===== config.mk =====
export PLATFORM = sky130hd
export DESIGN_NAME = osps_core
export DESIGN_NICKNAME = d
export VERILOG_FILES = /design/src/rtl/osps_oscillator.v /design/src/rtl/osps_core.v
export VERILOG_INCLUDE_DIRS = /design/src /design/src/rtl
export SDC_FILE = /design/constraint.sdc
export NUM_CORES = 1
export LEC_CHECK = 0
export BUFFER_PORTS_ARGS = -buffer_cell sky130_fd_sc_hd__clkbuf_2
export CELL_PAD_IN_SITES_DETAIL_PLACEMENT = 1
export CELL_PAD_IN_SITES_GLOBAL_PLACEMENT = 1
export CORE_ASPECT_RATIO = 0.8
export CORE_MARGIN = 5
export CORE_UTILIZATION = 24
export DETAILED_ROUTE_END_ITERATION = 10
export PLACE_DENSITY = 0.57
export SLEW_MARGIN = 30
export SYNTH_ARGS = -nofsm -noshare
export SYNTH_HDL_FRONTEND = slang
export SYNTH_HIERARCHICAL = 1
export SYNTH_SLANG_ARGS = --single-unit

===== constraint.sdc =====
create_clock -name i_clock -period 1.3 [get_ports i_clock]
set_clock_uncertainty 0.2 [all_clocks]
set_input_delay 0.13 -clock i_clock [delete_from_list [all_inputs] [get_ports i_clock]]
set_output_delay 0.13 -clock i_clock [all_outputs]
set_load 0.03 [all_outputs]

===== src/rtl/osps_defs.vh =====
// Shared constants of the off-line switch supervisor: clock, oscillator,
// blanking and minimum on-time figures, restart count and state codes.
// Assumes it is included by bare name from every design file that needs it.
`ifndef OSPS_DEFS_VH
`define OSPS_DEFS_VH

// Clock period of the controller clock, in nanoseconds.
`define OSPS_CLK_PERIOD_NS 8
// Oscillator frequency, in kilohertz, and its period in clock cycles.
`define OSPS_OSC_FREQ_KHZ 100
`define OSPS_OSC_PERIOD_CYC (1000000 / (`OSPS_OSC_FREQ_KHZ * `OSPS_CLK_PERIOD_NS))
// Rising share of the sawtooth, in percent; it caps the duty cycle.
`define OSPS_MAX_DUTY_PCT 65
`define OSPS_RISE_CYC ((`OSPS_OSC_PERIOD_CYC * `OSPS_MAX_DUTY_PCT) / 100)
// Leading edge blanking time, rounded up to whole cycles.
`define OSPS_BLANK_NS 200
`define OSPS_BLANK_CYC ((`OSPS_BLANK_NS + `OSPS_CLK_PERIOD_NS - 1) / `OSPS_CLK_PERIOD_NS)
// Minimum on-time of the modulator, rounded up to whole cycles.
`define OSPS_MIN_ON_NS 400
`define OSPS_MIN_ON_CYC ((`OSPS_MIN_ON_NS + `OSPS_CLK_PERIOD_NS - 1) / `OSPS_CLK_PERIOD_NS)
// Sawtooth counter width and on-time counter width.
`define OSPS_RAMP_W 11
`define OSPS_ON_W 8
// Discharge-charge cycles in one auto-restart, and the counter width.
`define OSPS_RESTART_CYCLES 8
`define OSPS_RESTART_W 3

// Supervisor state codes.
`define OSPS_ST_START 2'h0
`define OSPS_ST_RUN 2'h1
`define OSPS_ST_RESTART 2'h2
`define OSPS_ST_LATCHED 2'h3

`endif


===== src/rtl/osps_oscillator.v =====
// Sawtooth oscillator of the switch controller: a free running count that
// marks the start of each period and the end of its rising share.
// Assumes an active-low reset whose release the parent has synchronised.
`include "osps_defs.vh"

module osps_oscillator #(
  parameter PERIOD_CYC = `OSPS_OSC_PERIOD_CYC,
  parameter RISE_CYC = `OSPS_RISE_CYC,
  parameter RAMP_W = `OSPS_RAMP_W
) (
  input wire i_clock,
  input wire i_rst_n,
  output reg [RAMP_W-1:0] o_ramp,
  output reg o_cycle_start,
  output reg o_rise_end
);

  // Integer forms of the counts, cut to the ramp width on purpose.
  localparam integer LAST_I = PERIOD_CYC - 1;
  localparam integer RISE_I = RISE_CYC;
  localparam [RAMP_W-1:0] LAST = LAST_I[RAMP_W-1:0];
  localparam [RAMP_W-1:0] RISE = RISE_I[RAMP_W-1:0];

  reg [RAMP_W-1:0] ramp_d;

  // Next sawtooth value: wraps to zero after the last count of a period.
  always @* begin
    if (o_ramp == LAST) begin
      ramp_d = {RAMP_W{1'b0}};
    end else begin
      ramp_d = o_ramp + {{(RAMP_W-1){1'b0}}, 1'b1};
    end
  end

  // The start pulse lines up with ramp value zero; the rise end flag is
  // high over the falling share, where no pulse may stay on.
  always @(posedge i_clock or negedge i_rst_n) begin
    if (!i_rst_n) begin
      o_ramp <= {RAMP_W{1'b0}};
      o_cycle_start <= 1'b0;
      o_rise_end <= 1'b0;
    end else begin
      o_ramp <= ramp_d;
      o_cycle_start <= (o_ramp == LAST);
      o_rise_end <= (ramp_d >= RISE);
    end
  end

endmodule


===== src/rtl/osps_core.v =====
// Control logic of a self-biased off-line power switch: start-up, shunt
// regulation, hysteretic auto-restart with an eight-cycle restart count,
// latched shutdown, and the fixed-frequency switch latch with current limit.
// Assumes analog parts (supply thresholds, error filter, current-limit
// comparator, thermal sensor) arrive as levels synchronous to i_clock, and
// that i_resetn is the power-up reset of the device.
`include "osps_defs.vh"

module osps_core #(
  parameter PERIOD_CYC = `OSPS_OSC_PERIOD_CYC,
  parameter RISE_CYC = `OSPS_RISE_CYC,
  parameter BLANK_CYC = `OSPS_BLANK_CYC,
  parameter MIN_ON_CYC = `OSPS_MIN_ON_CYC,
  parameter RESTART_CYCLES = `OSPS_RESTART_CYCLES
) (
  input wire i_clock,
  input wire i_resetn,
  input wire i_vc_upper,
  input wire i_vc_lower,
  input wire i_error_cross,
  input wire i_ctrl_above_min,
  input wire i_on_state_switch_voltage_high,
  input wire i_ctrl_overvoltage_pulse,
  input wire i_overtemp,
  output reg o_switch_on,
  output reg o_bias_source_on,
  output reg o_modulator_en,
  output reg o_standby,
  output reg o_overvoltage_latched,
  output reg o_overtemp_latched,
  output reg [`OSPS_RESTART_W-1:0] o_restart_count,
  output wire [`OSPS_RAMP_W-1:0] o_ramp,
  output wire o_cycle_start
);

  // Integer forms of the timing figures, cut to their counters on purpose.
  localparam integer BLANK_I = BLANK_CYC;
  localparam integer MIN_ON_LAST_I = MIN_ON_CYC - 1;
  localparam integer RESTART_LAST_I = RESTART_CYCLES - 1;

  localparam [`OSPS_ON_W-1:0] BLANK = BLANK_I[`OSPS_ON_W-1:0];
  localparam [`OSPS_ON_W-1:0] MIN_ON_LAST = MIN_ON_LAST_I[`OSPS_ON_W-1:0];
  localparam [`OSPS_ON_W-1:0] ON_MAX = {`OSPS_ON_W{1'b1}};
  localparam [`OSPS_RESTART_W-1:0] RESTART_LAST =
    RESTART_LAST_I[`OSPS_RESTART_W-1:0];

  // Reset release pipeline; the rest of the block uses rst_n.
  reg rst_meta_q;
  reg rst_n;

  // Supervisor state and its next value. The state, the bias source and
  // the restart count are decided together, so the bias source never
  // changes without the state it belongs to.
  reg [1:0] state_q;
  reg [1:0] state_d;

  // Next values of the registered outputs. Every output is a flop, so a
  // comparator glitch can never reach the gate drive combinationally.
  // Standby and modulator enable follow the next state one for one.
  reg switch_d;
  reg bias_d;
  reg modulator_d;
  reg standby_d;
  reg ov_d;
  reg ot_d;
  reg [`OSPS_RESTART_W-1:0] count_d;

  // Cycles the switch has been on in the current pulse, saturating.
  reg [`OSPS_ON_W-1:0] on_cnt_q;
  reg [`OSPS_ON_W-1:0] on_cnt_d;

  // Oscillator outputs seen by the switch latch.
  wire rise_end;

  // Decoded conditions used by the switch latch. Each one is a single
  // reason to end or forbid a pulse; the latch below ranks them.
  wire any_latch;
  wire run_ok;
  wire limit_trip;
  wire mod_trip;

  // True for the states in which the bias source cycles on the thresholds.
  // Auto-restart and latched shutdown share this low-current standby.
  function is_hysteretic;
    input [1:0] st;
    begin
      is_hysteretic = (st == `OSPS_ST_RESTART) || (st == `OSPS_ST_LATCHED);
    end
  endfunction

  // Two-stage release of the asynchronous reset; assertion stays immediate.
  // Release passes two flops so that no register leaves reset on an edge
  // that falls close to the power-up reset edge itself.
  always @(posedge i_clock or negedge i_resetn) begin
    if (!i_resetn) begin
      rst_meta_q <= 1'b0;
      rst_n <= 1'b0;
    end else begin
      rst_meta_q <= 1'b1;
      rst_n <= rst_meta_q;
    end
  end

  // Sawtooth source that paces the switching periods.
  osps_oscillator #(
    .PERIOD_CYC(PERIOD_CYC),
    .RISE_CYC(RISE_CYC),
    .RAMP_W(`OSPS_RAMP_W)
  ) u_osc (
    .i_clock(i_clock),
    .i_rst_n(rst_n),
    .o_ramp(o_ramp),
    .o_cycle_start(o_cycle_start),
    .o_rise_end(rise_end)
  );

  // Switching is allowed only in shunt regulation with the supply above
  // the lower threshold, so a sagging supply drops the switch at once.
  // A fault input acts in its own cycle as well as through its latch, so
  // the switch never stays on for the cycle in which a fault arrives.
  assign any_latch = o_overvoltage_latched || o_overtemp_latched ||
                     i_ctrl_overvoltage_pulse || i_overtemp;
  assign run_ok = (state_q == `OSPS_ST_RUN) && !any_latch && !i_vc_lower;

  // Current limit counts only once the blanking window has passed. The
  // window is measured on the on-time count, so it restarts every pulse.
  assign limit_trip = i_on_state_switch_voltage_high &&
                      (on_cnt_q >= BLANK);

  // The modulator ends a pulse only above the minimum control current and
  // after the minimum on-time, so small error signals cannot shorten it.
  assign mod_trip = i_error_cross && i_ctrl_above_min &&
                    (on_cnt_q >= MIN_ON_LAST);

  // Shutdown latches only set; nothing but the power-up reset clears them.
  // A set and a clear cannot meet in one cycle: the reset is asynchronous
  // and holds every register for as long as it is asserted.
  always @* begin
    ov_d = o_overvoltage_latched | i_ctrl_overvoltage_pulse;
    ot_d = o_overtemp_latched | i_overtemp;
  end

  // Supervisor: start-up, shunt regulation, auto-restart and shutdown.
  always @* begin
    state_d = state_q;
    bias_d = o_bias_source_on;
    count_d = o_restart_count;
    case (state_q)
      `OSPS_ST_START: begin
        // Start-up: the bias source charges the supply; a fault seen
        // already here goes straight to the latched state.
        bias_d = 1'b1;
        if (ov_d || ot_d) begin
          state_d = `OSPS_ST_LATCHED;
          bias_d = !i_vc_upper;
        end else if (i_vc_upper) begin
          // First arrival at the upper threshold starts switching.
          state_d = `OSPS_ST_RUN;
          bias_d = 1'b0;
        end
      end
      `OSPS_ST_RUN: begin
        // Shunt regulation: the feedback current feeds the supply.
        bias_d = 1'b0;
        if (ov_d || ot_d) begin
          // A shutdown latch hands supply regulation to the comparator.
          state_d = `OSPS_ST_LATCHED;
          bias_d = i_vc_lower;
        end else if (i_vc_lower) begin
          // Feedback current lost: the supply sagged to the lower threshold.
          state_d = `OSPS_ST_RESTART;
          bias_d = 1'b1;
          count_d = {`OSPS_RESTART_W{1'b0}};
        end
      end
      `OSPS_ST_RESTART: begin
        // Auto-restart: every full recharge counts one cycle, and a fault
        // ends the restart in the latched state.
        if (ov_d || ot_d) begin
          state_d = `OSPS_ST_LATCHED;
        end
        if (i_vc_lower) begin
          bias_d = 1'b1;
        end else if (i_vc_upper && o_bias_source_on) begin
          // One discharge-charge cycle is complete at the upper threshold.
          bias_d = 1'b0;
          if (o_restart_count == RESTART_LAST && !(ov_d || ot_d)) begin
            // Eighth cycle done: try shunt regulation again.
            state_d = `OSPS_ST_RUN;
            count_d = {`OSPS_RESTART_W{1'b0}};
          end else begin
            count_d = o_restart_count +
                      {{(`OSPS_RESTART_W-1){1'b0}}, 1'b1};
          end
        end
      end
      `OSPS_ST_LATCHED: begin
        // Nothing leaves this state; only the power-up reset does.
        // Supply keeps cycling between the thresholds while latched off.
        if (i_vc_lower) begin
          bias_d = 1'b1;
        end else if (i_vc_upper) begin
          bias_d = 1'b0;
        end
      end
      default: begin
        // Unknown state value (all four codes are used): fall back to start-up with the bias source on.
        state_d = `OSPS_ST_START;
        bias_d = 1'b1;
        count_d = {`OSPS_RESTART_W{1'b0}};
      end
    endcase
    // The on/off share of the bias source follows from the charge and
    // discharge currents; the logic only reacts to the thresholds.
    standby_d = is_hysteretic(state_d);
    modulator_d = (state_d == `OSPS_ST_RUN);
  end

  // Switch latch: set by the oscillator, cleared by the earliest reset term.
  // The set at the period start wins over the pulse-ending terms, which
  // act again once blanking or the minimum on-time has passed.
  always @* begin
    switch_d = o_switch_on;
    if (!run_ok || state_d != `OSPS_ST_RUN) begin
      switch_d = 1'b0;
    end else if (o_cycle_start) begin
      switch_d = 1'b1;
    end else if (o_switch_on) begin
      if (rise_end) begin
        switch_d = 1'b0;
      end else if (limit_trip) begin
        switch_d = 1'b0;
      end else if (mod_trip) begin
        switch_d = 1'b0;
      end
    end
  end

  // On-time count restarts with each pulse and saturates at its top.
  // Saturation keeps a very long pulse from wrapping back into the
  // blanked range, where the current limit would be ignored again.
  always @* begin
    if (!o_switch_on) begin
      on_cnt_d = {`OSPS_ON_W{1'b0}};
    end else if (on_cnt_q == ON_MAX) begin
      on_cnt_d = on_cnt_q;
    end else begin
      on_cnt_d = on_cnt_q + {{(`OSPS_ON_W-1){1'b0}}, 1'b1};
    end
  end

  // State register and registered outputs; reset is the power-up reset.
  // The bias source leaves reset on, so the supply starts charging at once,
  // and the shutdown latches are cleared here and nowhere else.
  always @(posedge i_clock or negedge rst_n) begin
    if (!rst_n) begin
      state_q <= `OSPS_ST_START;
      o_switch_on <= 1'b0;
      o_bias_source_on <= 1'b1;
      o_modulator_en <= 1'b0;
      o_standby <= 1'b0;
      o_overvoltage_latched <= 1'b0;
      o_overtemp_latched <= 1'b0;
      o_restart_count <= {`OSPS_RESTART_W{1'b0}};
      on_cnt_q <= {`OSPS_ON_W{1'b0}};
    end else begin
      state_q <= state_d;
      o_switch_on <= switch_d;
      o_bias_source_on <= bias_d;
      o_modulator_en <= modulator_d;
      o_standby <= standby_d;
      o_overvoltage_latched <= ov_d;
      o_overtemp_latched <= ot_d;
      o_restart_count <= count_d;
      on_cnt_q <= on_cnt_d;
    end
  end

endmodule


==> impl_results.md, run 1 <==
* Detail-routed net length per standard cell at 14.7 um
* Total of endpoints with negative setup slack in the final report at 36
* Post-route fraction of the period consumed by the critical path at 160%
* Post-Syn Nets at 193
* Number of maximum-capacitance violations at 0
* Number of hold violations in the final report at 2
* Weighted congestion reported at the end of routability-driven placement at 0.726
* Synth Instances at 177
* Max Clock Freq at 481 MHz
* Half-perimeter wire length of the detailed placement result at 3.84 mm
* Status: finished, violations left
* Pin count of the biggest net entering global routing at 23
* CTS H-tree depth at 2
* Post-route setup slack at -0.779 ns
* Number of register bits inferred by synthesis at 33
* Portion of the post-synthesis area used by sequential elements at 46.9%
* Antenna violations before repair at 0
* Biggest register: u_osc/o_ramp
* Number of distinct library cells after synthesis at 47
* Clock tree from TritonCTS: built
* Total design power at 1.90 mW
* Total number of vias at 1712
* Total inserted antenna cells at 0
* Final critical-path required period at 2.08 ns
* Detailed-route wire length at 5.44 mm
* Most common cell after layout, fill and taps aside: sky130_fd_sc_hd__buf_4
* Die height at 86.7 um
* Wire length of the first global-routing pass at 9.09 mm
* Met1 track demand over resource in global routing at 16.2%
* Sort of element at the end of the critical path: register
* Fraction of met2 tracks used by global routing at 21.2%
* Worst Setup Start Kind: register
* Die X-Extent at 106 um
* Hold Path Class: in -> reg
* Leak pwr at 1.39 nW
* Area Overhead vs Synth at 78.7%
* Arrival time of the worst setup path at 2.06 ns
* Detail-routed via count per cell at 4.63
* Nets at 295
* Sum of negative setup slack at -10.23 ns
* Leading cell types in the layout, fill and taps excluded: 45 x sky130_fd_sc_hd__buf_4, 23 x sky130_fd_sc_hd__buf_6, 18 x sky130_fd_sc_hd__dfrtp_1
* Skew-Pair Late Insertion Delay at 0.29 ns
* Regs by FF count: u_osc/o_ramp x11, on_cnt_q x8, o_restart_count x3
* Failing checks: negative hold slack, negative setup slack
* Core Rows at 28
* Number of flops mapped to enable cells by yosys at 0
* Clock root cell: sky130_fd_sc_hd__clkbuf_8
* GRT met3 Usage at 2.83%
* Critical path data required time at 1.28 ns
* Clock Sinks at 33
* Top-level I/O count at 30
* Average cell area after synthesis at 9.96 um^2
* Maximum count of clock buffers along a single path at 2
* Setup repair after global routing missed its margin: true
* Via count of the first global-routing pass at 1846
* Most used flip-flop cell after synthesis: sky130_fd_sc_hd__dfrtp_1
* WS Path Type: reg -> reg
* Remaining antenna violation count at 0
* Total of warnings raised by yosys at 6
* Post-Route Utilization at 43.2%
* Cell area after synthesis at 1760 um^2
* Busiest grt layer: met2
* Global-route usage over all layers at 12.5%
* Critical path peak fanout at 3
* FILL cells at 819
* Clock-pin slew on the worst setup and hold paths at 0.07 ns
* Initial cell density of the core at 24.2%
* Number of flip-flops in the largest register at 11
* Initial drt markers at 28
* Proportion of register bits with asynchronous set or reset after synthesis at 100%
* Hold-fix buffer count after cts at 4
* Remaining DRCs at 0
* Maximum ir drop on the vdd rail at 0.358 mV
* Core Region at 7290 um^2
* Number of buffers added on ports at 29
* Max-slew violation count at 0
* Cell area power density at 604 nW/um^2
* Detailed Routing Iterations Pass 1 at 3
* Sum of overflow across all layers after global routing at 0
* Area of the die at 9170 um^2
* Ratio of cells with drive above 1 in the final layout at 61.1%
* Total clock buffers created by CTS at 5
* WHS at -0.0311 ns
-- stage by stage --
stage          setup slack [ns]  hold slack, ns  area [um^2]  instances
5_1_grt                  -0.830         -0.0362         3150        370
3_5_place_dp             -0.747          -0.281         2450        340
4_1_cts                  -0.754         -0.0411         3000        366
6_report                 -0.779         -0.0311         3150        370
2_1_floorplan            -0.800          -0.366         1870        177
3_3_place_gp             -0.698          -0.281         2450        340
-- power by group --
part	internal [mW]	switching (mW)
Combinational	0.0475	0.0459
Clock	0.370	0.407
Sequential	1.03	0.00313
Total	1.45	0.456
-- critical path, stage by stage (launching register included) --
cell and delay, ns:
sky130_fd_sc_hd__dfrtp_2 0.42, sky130_fd_sc_hd__inv_2 0.07, sky130_fd_sc_hd__ha_4 0.11, sky130_fd_sc_hd__or4b_4 0.48, sky130_fd_sc_hd__or3_4 0.35, sky130_fd_sc_hd__a21oi_2 0.14
sky130_fd_sc_hd__nor3_2 0.06, sky130_fd_sc_hd__a21o_1 0.15
-- kinds of logic (layout without fill, tap and decap cells) --
logic type | after synthesis | count (layout) | synth area share (%)
mux | 3 | 3 | 1.92
buf+inv | 19 | 122 | 5.18
compound gates | 39 | 39 | 16.0
other cells | 1 | 1 | 0.213
fa+ha+maj | 7 | 7 | 4.97
simple gates | 67 | 67 | 20.8
xor+xnor | 8 | 8 | 3.97
flops | 33 | 33 | 46.9
-- final cells by class --
class | count | area (um^2) | share of cell area, %
Multi-Input combinational cell | 125 | 1090 | 34.7
Timing Repair Buffer | 102 | 968 | 30.7
Inverter | 12 | 45.0 | 1.43
Clock inverter | 3 | 17.5 | 0.556
Clock buffer | 5 | 68.8 | 2.18
Sequential cell | 33 | 845 | 26.8
Tap cell | 90 | 113 | 3.57
-- synthesized netlist by cell type, types with 2 or more instances --
library cell	instances	area, um^2
sky130_fd_sc_hd__mux2_2	3	33.8
sky130_fd_sc_hd__o21ai_0	8	40.0
sky130_fd_sc_hd__o311ai_0	2	17.5
sky130_fd_sc_hd__clkbuf_1	2	7.51
sky130_fd_sc_hd__o31ai_1	3	22.5
sky130_fd_sc_hd__o211a_1	2	20.0
sky130_fd_sc_hd__a41oi_1	2	17.5
sky130_fd_sc_hd__a31oi_1	2	12.5
sky130_fd_sc_hd__or3b_2	2	17.5
sky130_fd_sc_hd__dfrtp_1	32	801
sky130_fd_sc_hd__a21oi_1	8	40.0
sky130_fd_sc_hd__or3_1	2	12.5
sky130_fd_sc_hd__xnor2_1	5	43.8
sky130_fd_sc_hd__nand3_1	11	55.1
sky130_fd_sc_hd__and3_1	3	18.8
sky130_fd_sc_hd__nand4_1	6	37.5
sky130_fd_sc_hd__or2_4	2	17.5
sky130_fd_sc_hd__o211ai_1	2	15.0
sky130_fd_sc_hd__inv_1	12	45.0
sky130_fd_sc_hd__o21bai_1	2	15.0
sky130_fd_sc_hd__buf_4	3	22.5
sky130_fd_sc_hd__ha_1	7	87.6
sky130_fd_sc_hd__nor2_1	18	67.6
sky130_fd_sc_hd__nand2_1	8	30.0
sky130_fd_sc_hd__a211oi_1	3	22.5
sky130_fd_sc_hd__xor2_1	3	26.3
sky130_fd_sc_hd__nor3_1	4	20.0
-- metal layers --
metal / vias to the layer above / part of all wire (%)
met5: - / 0
met3: 6 / 2.6
met1: 840 / 47
met4: 0 / 0.39
li1: 840 / -
met2: 26 / 50
-- path summary, 6_finish.rpt --
| path | from | end | slack, ns | depth (start not counted) |
|---|---|---|---|---|
| setup / recovery | u_osc/o_ramp[1] | u_osc/o_rise_end | -0.78 | 7 |
| hold / removal | i_ctrl_overvoltage_pulse | o_overvoltage_latched | -0.03 | 3 |
| setup reg to reg | u_osc/o_ramp[1] | u_osc/o_rise_end | -0.78 | 7 |
| hold reg to reg | rst_n | u_osc/o_ramp[3] | 0.03 | 1 |
| max in group asynchronous | i_resetn | rst_n | 0.30 | 3 |
| min in group asynchronous | rst_n | u_osc/o_ramp[3] | 0.03 | 1 |
-- timing repair --
action	4_1_cts	5_1_grt
hold endpoints to repair	5	2
gates cloned	0	0
endpoints found under the setup margin	44	47
resized for setup	76	45
setup buffers	14	9
pin swaps	11	16
(Power assumes the default switching activity.)
==> inputs of run 2 (changes only) <==
- PLACE_DENSITY: 0.57 -> default
- PLACE_DENSITY_LB_ADDON: default -> 0.1
- clock period: 1.3 -> 2.2 ns (I/O delays scaled with it)
==> run 2 against run 1 <==
  * The run now ends clean
  * Fmax is 1.5% lower
  * First-iteration DRC count is 3.6% lower
  * Largest cell class unchanged
  * Hold slack better by 0.039 ns
  * Highest routed layer unchanged
==> impl_results.md, run 2 (synthesized netlist as in run 1, its figures left out) <==
* Status: finished, final reports clean
* Arrival time of the worst setup path at 2.09 ns (+0.03 ns)
* Critical-path top delay cell: sky130_fd_sc_hd__or4b_4
* Area of the die at 9170 um^2 (unchanged)
* Post-route fraction of the period consumed by the critical path at 95.9% (-64 points)
* Critical path peak fanout at 5 (+2)
* Number of flip-flops in the largest register at 11 (unchanged)
* Sort of element at the end of the critical path: register
* Clock root cell: sky130_fd_sc_hd__clkbuf_8
* Total number of vias at 1491 (-13%)
* Max Clock Freq at 474 MHz (-1.5%)
* Wire length of the first global-routing pass at 7.68 mm (-16%)
* Detailed Routing Iterations Pass 1 at 4 (+1)
* Post-Route Utilization at 30.1% (-13 points)
* Cell area power density at 531 nW/um^2 (-12%)
* Clock-pin slew on the worst setup and hold paths at 0.07 ns (about the same)
* Die height at 86.7 um (unchanged)
* Top-level I/O count at 30 (unchanged)
* Regs by FF count: u_osc/o_ramp x11, on_cnt_q x8, o_restart_count x3
* Detail-routed net length per standard cell at 14.6 um (-0.55%)
* Worst hold path cell count at 2 (-1)
* Worst Setup Start Kind: register
* Biggest cell delay along the critical path at 0.48 ns (about the same)
* Leak pwr at 0.989 nW (-29%)
* Core Region at 7290 um^2 (unchanged)
* Area taken by multi-input logic gates at 848 um^2 (-22%)
* Number of hold violations in the final report at 0 (-2)
* Most common cell after layout, fill and taps aside: sky130_fd_sc_hd__dfrtp_1
* Detail-routed via count per cell at 4.79 (+3.6%)
* WP buf/inv at 1 (unchanged)
* Critical path data required time at 2.18 ns (+0.90 ns)
* Total clock buffers created by CTS at 5 (unchanged)
* Area taken by flip-flops and latches at 830 um^2 (-1.8%)
* CTS H-tree depth at 2 (unchanged)
* Via count of the first global-routing pass at 1576 (-15%)
* Pin count of the biggest net entering global routing at 32 (+39%)
* Skew-Pair Late Insertion Delay at 0.29 ns (about the same)
* Half-perimeter wire length of the detailed placement result at 3.36 mm (-13%)
* Hold Path Class: in -> reg
* Core Rows at 28 (unchanged)
* Critical path cell sequence: inv_1, ha_1, or4b_4, or3_1, a21oi_2, nor3_1, a21o_1
* Initial cell density of the core at 24.2% (unchanged)
* Clock Sinks at 33 (unchanged)
* Global-route usage over all layers at 10.4% (-2.1 points)
* R2r worst-path depth at 7 (unchanged)
* Number of maximum-capacitance violations at 0 (unchanged)
* Antenna violations before repair at 0 (unchanged)
* Biggest register: u_osc/o_ramp
* Die X-Extent at 106 um (unchanged)
* WHS at 0.00816 ns (+0.0392 ns)
* Setup repair after global routing missed its margin: false
* Total inserted antenna cells at 0 (unchanged)
* Leading cell types in the layout, fill and taps excluded: 30 x sky130_fd_sc_hd__dfrtp_1, 29 x sky130_fd_sc_hd__clkbuf_2, 18 x sky130_fd_sc_hd__nor2_1
* Number of buffers added on ports at 29 (unchanged)
* Delay-heaviest family, CP: simple AND/OR/NAND/NOR gates
* Area Overhead vs Synth at 24.5%
* Sum of negative setup slack at 0 ns (+10.23 ns)
* Maximum ir drop on the vdd rail at 0.180 mV (-50%)
* Weighted congestion reported at the end of routability-driven placement at 0.754 (+3.9%)
* Detailed-route wire length at 4.54 mm (-16%)
* Initial drt markers at 27 (-3.6%)
* Maximum count of clock buffers along a single path at 2 (unchanged)
* WS Path Type: reg -> reg
* Total of endpoints with negative setup slack in the final report at 0 (-100%)
* Clock tree from TritonCTS: built
* Sum of overflow across all layers after global routing at 0 (unchanged)
* Ratio of cells with drive above 1 in the final layout at 28.5% (-33 points)
* Remaining antenna violation count at 0 (unchanged)
* Remaining DRCs at 0 (unchanged)
* Max-slew violation count at 0 (unchanged)
* Nets at 236 (-20%)
* Final critical-path required period at 2.11 ns (+0.0315 ns)
* Count of cell instances traversed by the critical path at 7 (unchanged)
* FILL cells at 873 (+6.6%)
run 2: timing repair:
action                                 CTS  global route
endpoints found under the hold margin    4             0
resized for setup                        0             1
setup endpoints to repair                0             1
hold buffers                             3             0
buffers inserted                         0             3
run 2: stage by stage:
| step | power [mW] | setup WS, ns | cell area (um^2) | std cells |
|---|---|---|---|---|
| 6_report | 1.17 | 0.0895 | 2190 | 311 |
| 5_1_grt | 1.21 | 0.00740 | 2190 | 311 |
| 4_1_cts | 1.19 | 0.0407 | 2170 | 308 |
| 3_5_place_dp | 0.657 | 0.0606 | 2040 | 297 |
| 3_3_place_gp | 0.655 | 0.109 | 2040 | 297 |
| 2_1_floorplan | 0.638 | 0.0287 | 1770 | 177 |
run 2: path summary, 6_finish.rpt:
kind	startpoint	end	slack, ns
worst min register to register	rst_n	o_switch_on	0.08
worst min-delay path	i_vc_upper	o_bias_source_on	0.008
min in group asynchronous	i_resetn	rst_meta_q	0.05
worst max register to register	u_osc/o_ramp[1]	u_osc/o_rise_end	0.09
worst max-delay path	u_osc/o_ramp[1]	u_osc/o_rise_end	0.09
max in group asynchronous	rst_n	o_bias_source_on	1.40
run 2: cell type report:
class / count / share of cell area [%]
clock inverters: 1 / 0.228
clock buffers: 7 / 4.39
flip-flops and latches: 33 / 37.8
well taps: 90 / 5.13
repair buffers: 43 / 11.7
multi-input cells: 125 / 38.7
inverters: 12 / 2.05
run 2: report_power, final:
part | total, mW | leakage, nW | switching, mW | internal [mW]
clock network | 0.519 | 0.0542 | 0.236 | 0.283
registers | 0.611 | 0.419 | 0.00144 | 0.610
logic | 0.0361 | 0.516 | 0.0230 | 0.0131
total | 1.17 | 0.989 | 0.260 | 0.906
run 2: routing by layer:
layer | part of all wire [%] | vias to the layer above | GRT usage [%]
met1 | 47 | 739 | 13.4
met5 | 0 | - | 0
met3 | 3.9 | 6 | 2.83
met2 | 48 | 25 | 17.2
met4 | 1.1 | 0 | 3.53
li1 | - | 721 | -
run 2: worst reg2reg max path, cell delays in order, from the launching register on:
cell                      delay [ns]
sky130_fd_sc_hd__dfrtp_2        0.43
sky130_fd_sc_hd__inv_1          0.06
sky130_fd_sc_hd__ha_1           0.12
sky130_fd_sc_hd__or4b_4         0.48
sky130_fd_sc_hd__or3_1          0.34
sky130_fd_sc_hd__a21oi_2        0.14
sky130_fd_sc_hd__nor3_1         0.07
sky130_fd_sc_hd__a21o_1         0.15
==> inputs of run 3 (changes only) <==
- clock period: 2.2 -> 1.74 ns (I/O delays scaled with it)
==> run 3 against run 2 <==
  * The flow now finishes with violations (negative setup slack)
  * Final cell count is 8.4% higher
  * Sequential power is 27% higher
  * Design area is 12% higher
  * Core utilization is 3.8 points higher
  * Via count is 5.2% higher
  * Worst setup slack worse by 0.40 ns
  * Non-clock buffer count is 26 higher
  * Die area stayed put
  * Clock power is 18% higher
  * Largest power group unchanged
  * Hold slack better by 0.0024 ns
==> impl_results.md, run 3 (synthesized netlist as in run 1, its figures left out) <==
* Status: finished, violations left
* Failing checks: negative setup slack
* Arrival time of the worst setup path at 2.02 ns (-0.07 ns)
* Total number of vias at 1569 (+5.2%)
* Cell area power density at 580 nW/um^2 (+9.1%)
* Number of flip-flops in the largest register at 11 (unchanged)
* Total of endpoints with negative setup slack in the final report at 11 (+11)
* Area taken by flip-flops and latches at 836 um^2 (+0.75%)
* Maximum ir drop on the vdd rail at 0.383 mV (+110%)
* Post-Layout Cell Count at 337 (+8.4%)
* Remaining antenna violation count at 0 (unchanged)
* Die height at 86.7 um (unchanged)
* Via count of the first global-routing pass at 1686 (+7.0%)
* Detailed-route wire length at 4.77 mm (+5.0%)
* Top-level I/O count at 30 (unchanged)
* Leading cell types in the layout, fill and taps excluded: 34 x sky130_fd_sc_hd__buf_4, 29 x sky130_fd_sc_hd__clkbuf_2, 25 x sky130_fd_sc_hd__dfrtp_1
* Max Clock Freq at 488 MHz (+3.1%)
* Sort of element at the end of the critical path: register
* Nets at 262 (+11%)
* Design Area, Final at 2470 um^2 (+12%)
* Total clock buffers created by CTS at 5 (unchanged)
* Detailed Routing Iterations Pass 1 at 4 (unchanged)
* Total inserted antenna cells at 0 (unchanged)
* Skew-Pair Late Insertion Delay at 0.28 ns (about the same)
* Sum of overflow across all layers after global routing at 0 (unchanged)
* Core Rows at 28 (unchanged)
* Antenna violations before repair at 0 (unchanged)
* Pin count of the biggest net entering global routing at 32 (unchanged)
* Biggest register: u_osc/o_ramp
* Most common cell after layout, fill and taps aside: sky130_fd_sc_hd__buf_4
* Area of the die at 9170 um^2 (unchanged)
* Post-route fraction of the period consumed by the critical path at 118% (+22 points)
* Biggest cell delay along the critical path at 0.47 ns (about the same)
* Number of hold violations in the final report at 0 (unchanged)
* Number of maximum-capacitance violations at 0 (unchanged)
* Source of the worst hold timing path: i_overtemp
* Area Overhead vs Synth at 40.0%
* Post-DP Area at 2250 um^2 (+10%)
* Half-perimeter wire length of the detailed placement result at 3.62 mm (+7.9%)
* Die X-Extent at 106 um (unchanged)
* Source of the critical timing path: u_osc/o_ramp[1]
* Global-route usage over all layers at 10.9% (+0.47 points)
* Weighted congestion reported at the end of routability-driven placement at 0.779 (+3.3%)
* Area taken by multi-input logic gates at 921 um^2 (+8.6%)
* Core Region at 7290 um^2 (unchanged)
* Regs by FF count: u_osc/o_ramp x11, on_cnt_q x8, o_restart_count x3
* Worst Setup Slack post-DPL at -0.299 ns (-0.360 ns)
* WS Path Type: reg -> reg
* Remaining DRCs at 0 (unchanged)
* Detail-routed via count per cell at 4.66 (-2.9%)
* Worst Setup Start Kind: register
* Wire length of the first global-routing pass at 8.14 mm (+5.9%)
* Leak pwr at 1.12 nW (+14%)
* Detail-routed net length per standard cell at 14.2 um (-3.1%)
* Max-slew violation count at 0 (unchanged)
* Post-Route Utilization at 33.9% (+3.8 points)
* Worst hold path cell count at 3 (+1)
* Clock Sinks at 33 (unchanged)
* Critical path data required time at 1.72 ns (-0.46 ns)
* R2r worst-path depth at 7 (unchanged)
* Hold Path Class: in -> reg
* CTS H-tree depth at 2 (unchanged)
* Initial drt markers at 27 (unchanged)
* Initial cell density of the core at 24.2% (unchanged)
* Clock tree from TritonCTS: built
* Final critical-path required period at 2.05 ns (-0.0626 ns)
* Clock-pin slew on the worst setup and hold paths at 0.07 ns (about the same)
* R2R Path Start: u_osc/o_ramp[1]
* Critical-path top delay cell: sky130_fd_sc_hd__or4b_4
* Setup repair after global routing missed its margin: true
* Critical path peak fanout at 3 (-2)
* Post-route setup slack at -0.308 ns (-0.397 ns)
* Maximum count of clock buffers along a single path at 2 (unchanged)
* Post-Place Cells at 323 (+8.8%)
* Number of buffers added on ports at 29 (unchanged)
* Critical path cell sequence: inv_2, ha_1, or4b_4, or3_4, a21oi_2, nor3_2, a21o_1
* Ratio of cells with drive above 1 in the final layout at 41.7% (+13 points)
* FILL cells at 852 (-2.4%)
* Clock root cell: sky130_fd_sc_hd__clkbuf_8
[run 3: cell count changes in the layout (fill, tap and decap cells not counted), moves of 3 or more]
cell and delta:
sky130_fd_sc_hd__buf_4 +23, sky130_fd_sc_hd__dfrtp_1 -5, sky130_fd_sc_hd__dfrtp_2 +5, sky130_fd_sc_hd__buf_6 +3, sky130_fd_sc_hd__mux2_2 -3, sky130_fd_sc_hd__mux2_4 +3
[run 3: where the power goes]
group	switching [mW]	leakage (nW)	internal, mW	total [mW]
Sequential	0.00192	0.415	0.771	0.773
Clock	0.290	0.0455	0.323	0.614
Combinational	0.0284	0.663	0.0166	0.0450
[run 3: final timing paths]
kind	end	slack (ns)
worst min register to register	on_cnt_q[1]	0.07
worst max-delay path	u_osc/o_rise_end	-0.31
max in group asynchronous	rst_meta_q	0.66
worst min-delay path	o_overtemp_latched	0.01
worst max register to register	u_osc/o_rise_end	-0.31
min in group asynchronous	on_cnt_q[1]	0.07
[run 3: critical path: cells and delay by family (launching register included)]
kind	cells	cell delay (ns)
and+or+nand+nor	3	0.87
DFF	1	0.41
buffers and inverters	1	0.05
AOI/OAI and AO/OA	2	0.29
adders and majority gates	1	0.11
[run 3: through the flow]
step	hold slack (ns)	total power, mW	TNS [ns]
2_1_floorplan	-0.322	0.807	-1.81
6_report	0.0105	1.43	-2.05
4_1_cts	0.00593	1.45	-2.05
3_5_place_dp	-0.235	0.830	-1.73
3_3_place_gp	-0.241	0.828	-1.27
5_1_grt	0.00261	1.49	-2.99
[run 3: layout make-up]
type                       instances  area share, %
timing repair buffer              69           18.8
multi-input combinational        125           37.3
tap                               90           4.56
sequential                        33           33.9
inverter                          12           1.82
clock buffer                       8           3.65
[run 3: timing repair]
action	CTS	global route
setup endpoints to repair	15	20
endpoints found under the hold margin	3	0
pin swaps	1	4
hold buffers	3	0
cloned	0	0
gates resized for setup	11	10
buffers inserted	2	1
[run 3: metal layers]
layer  routed length [um]  part of all wire (%)  track usage [%]
met4                   36                  0.75             2.12
met1                 2350                    49             14.3
met3                  205                   4.3             3.80
met2                 2180                    46             17.7
met5                    0                     0                0
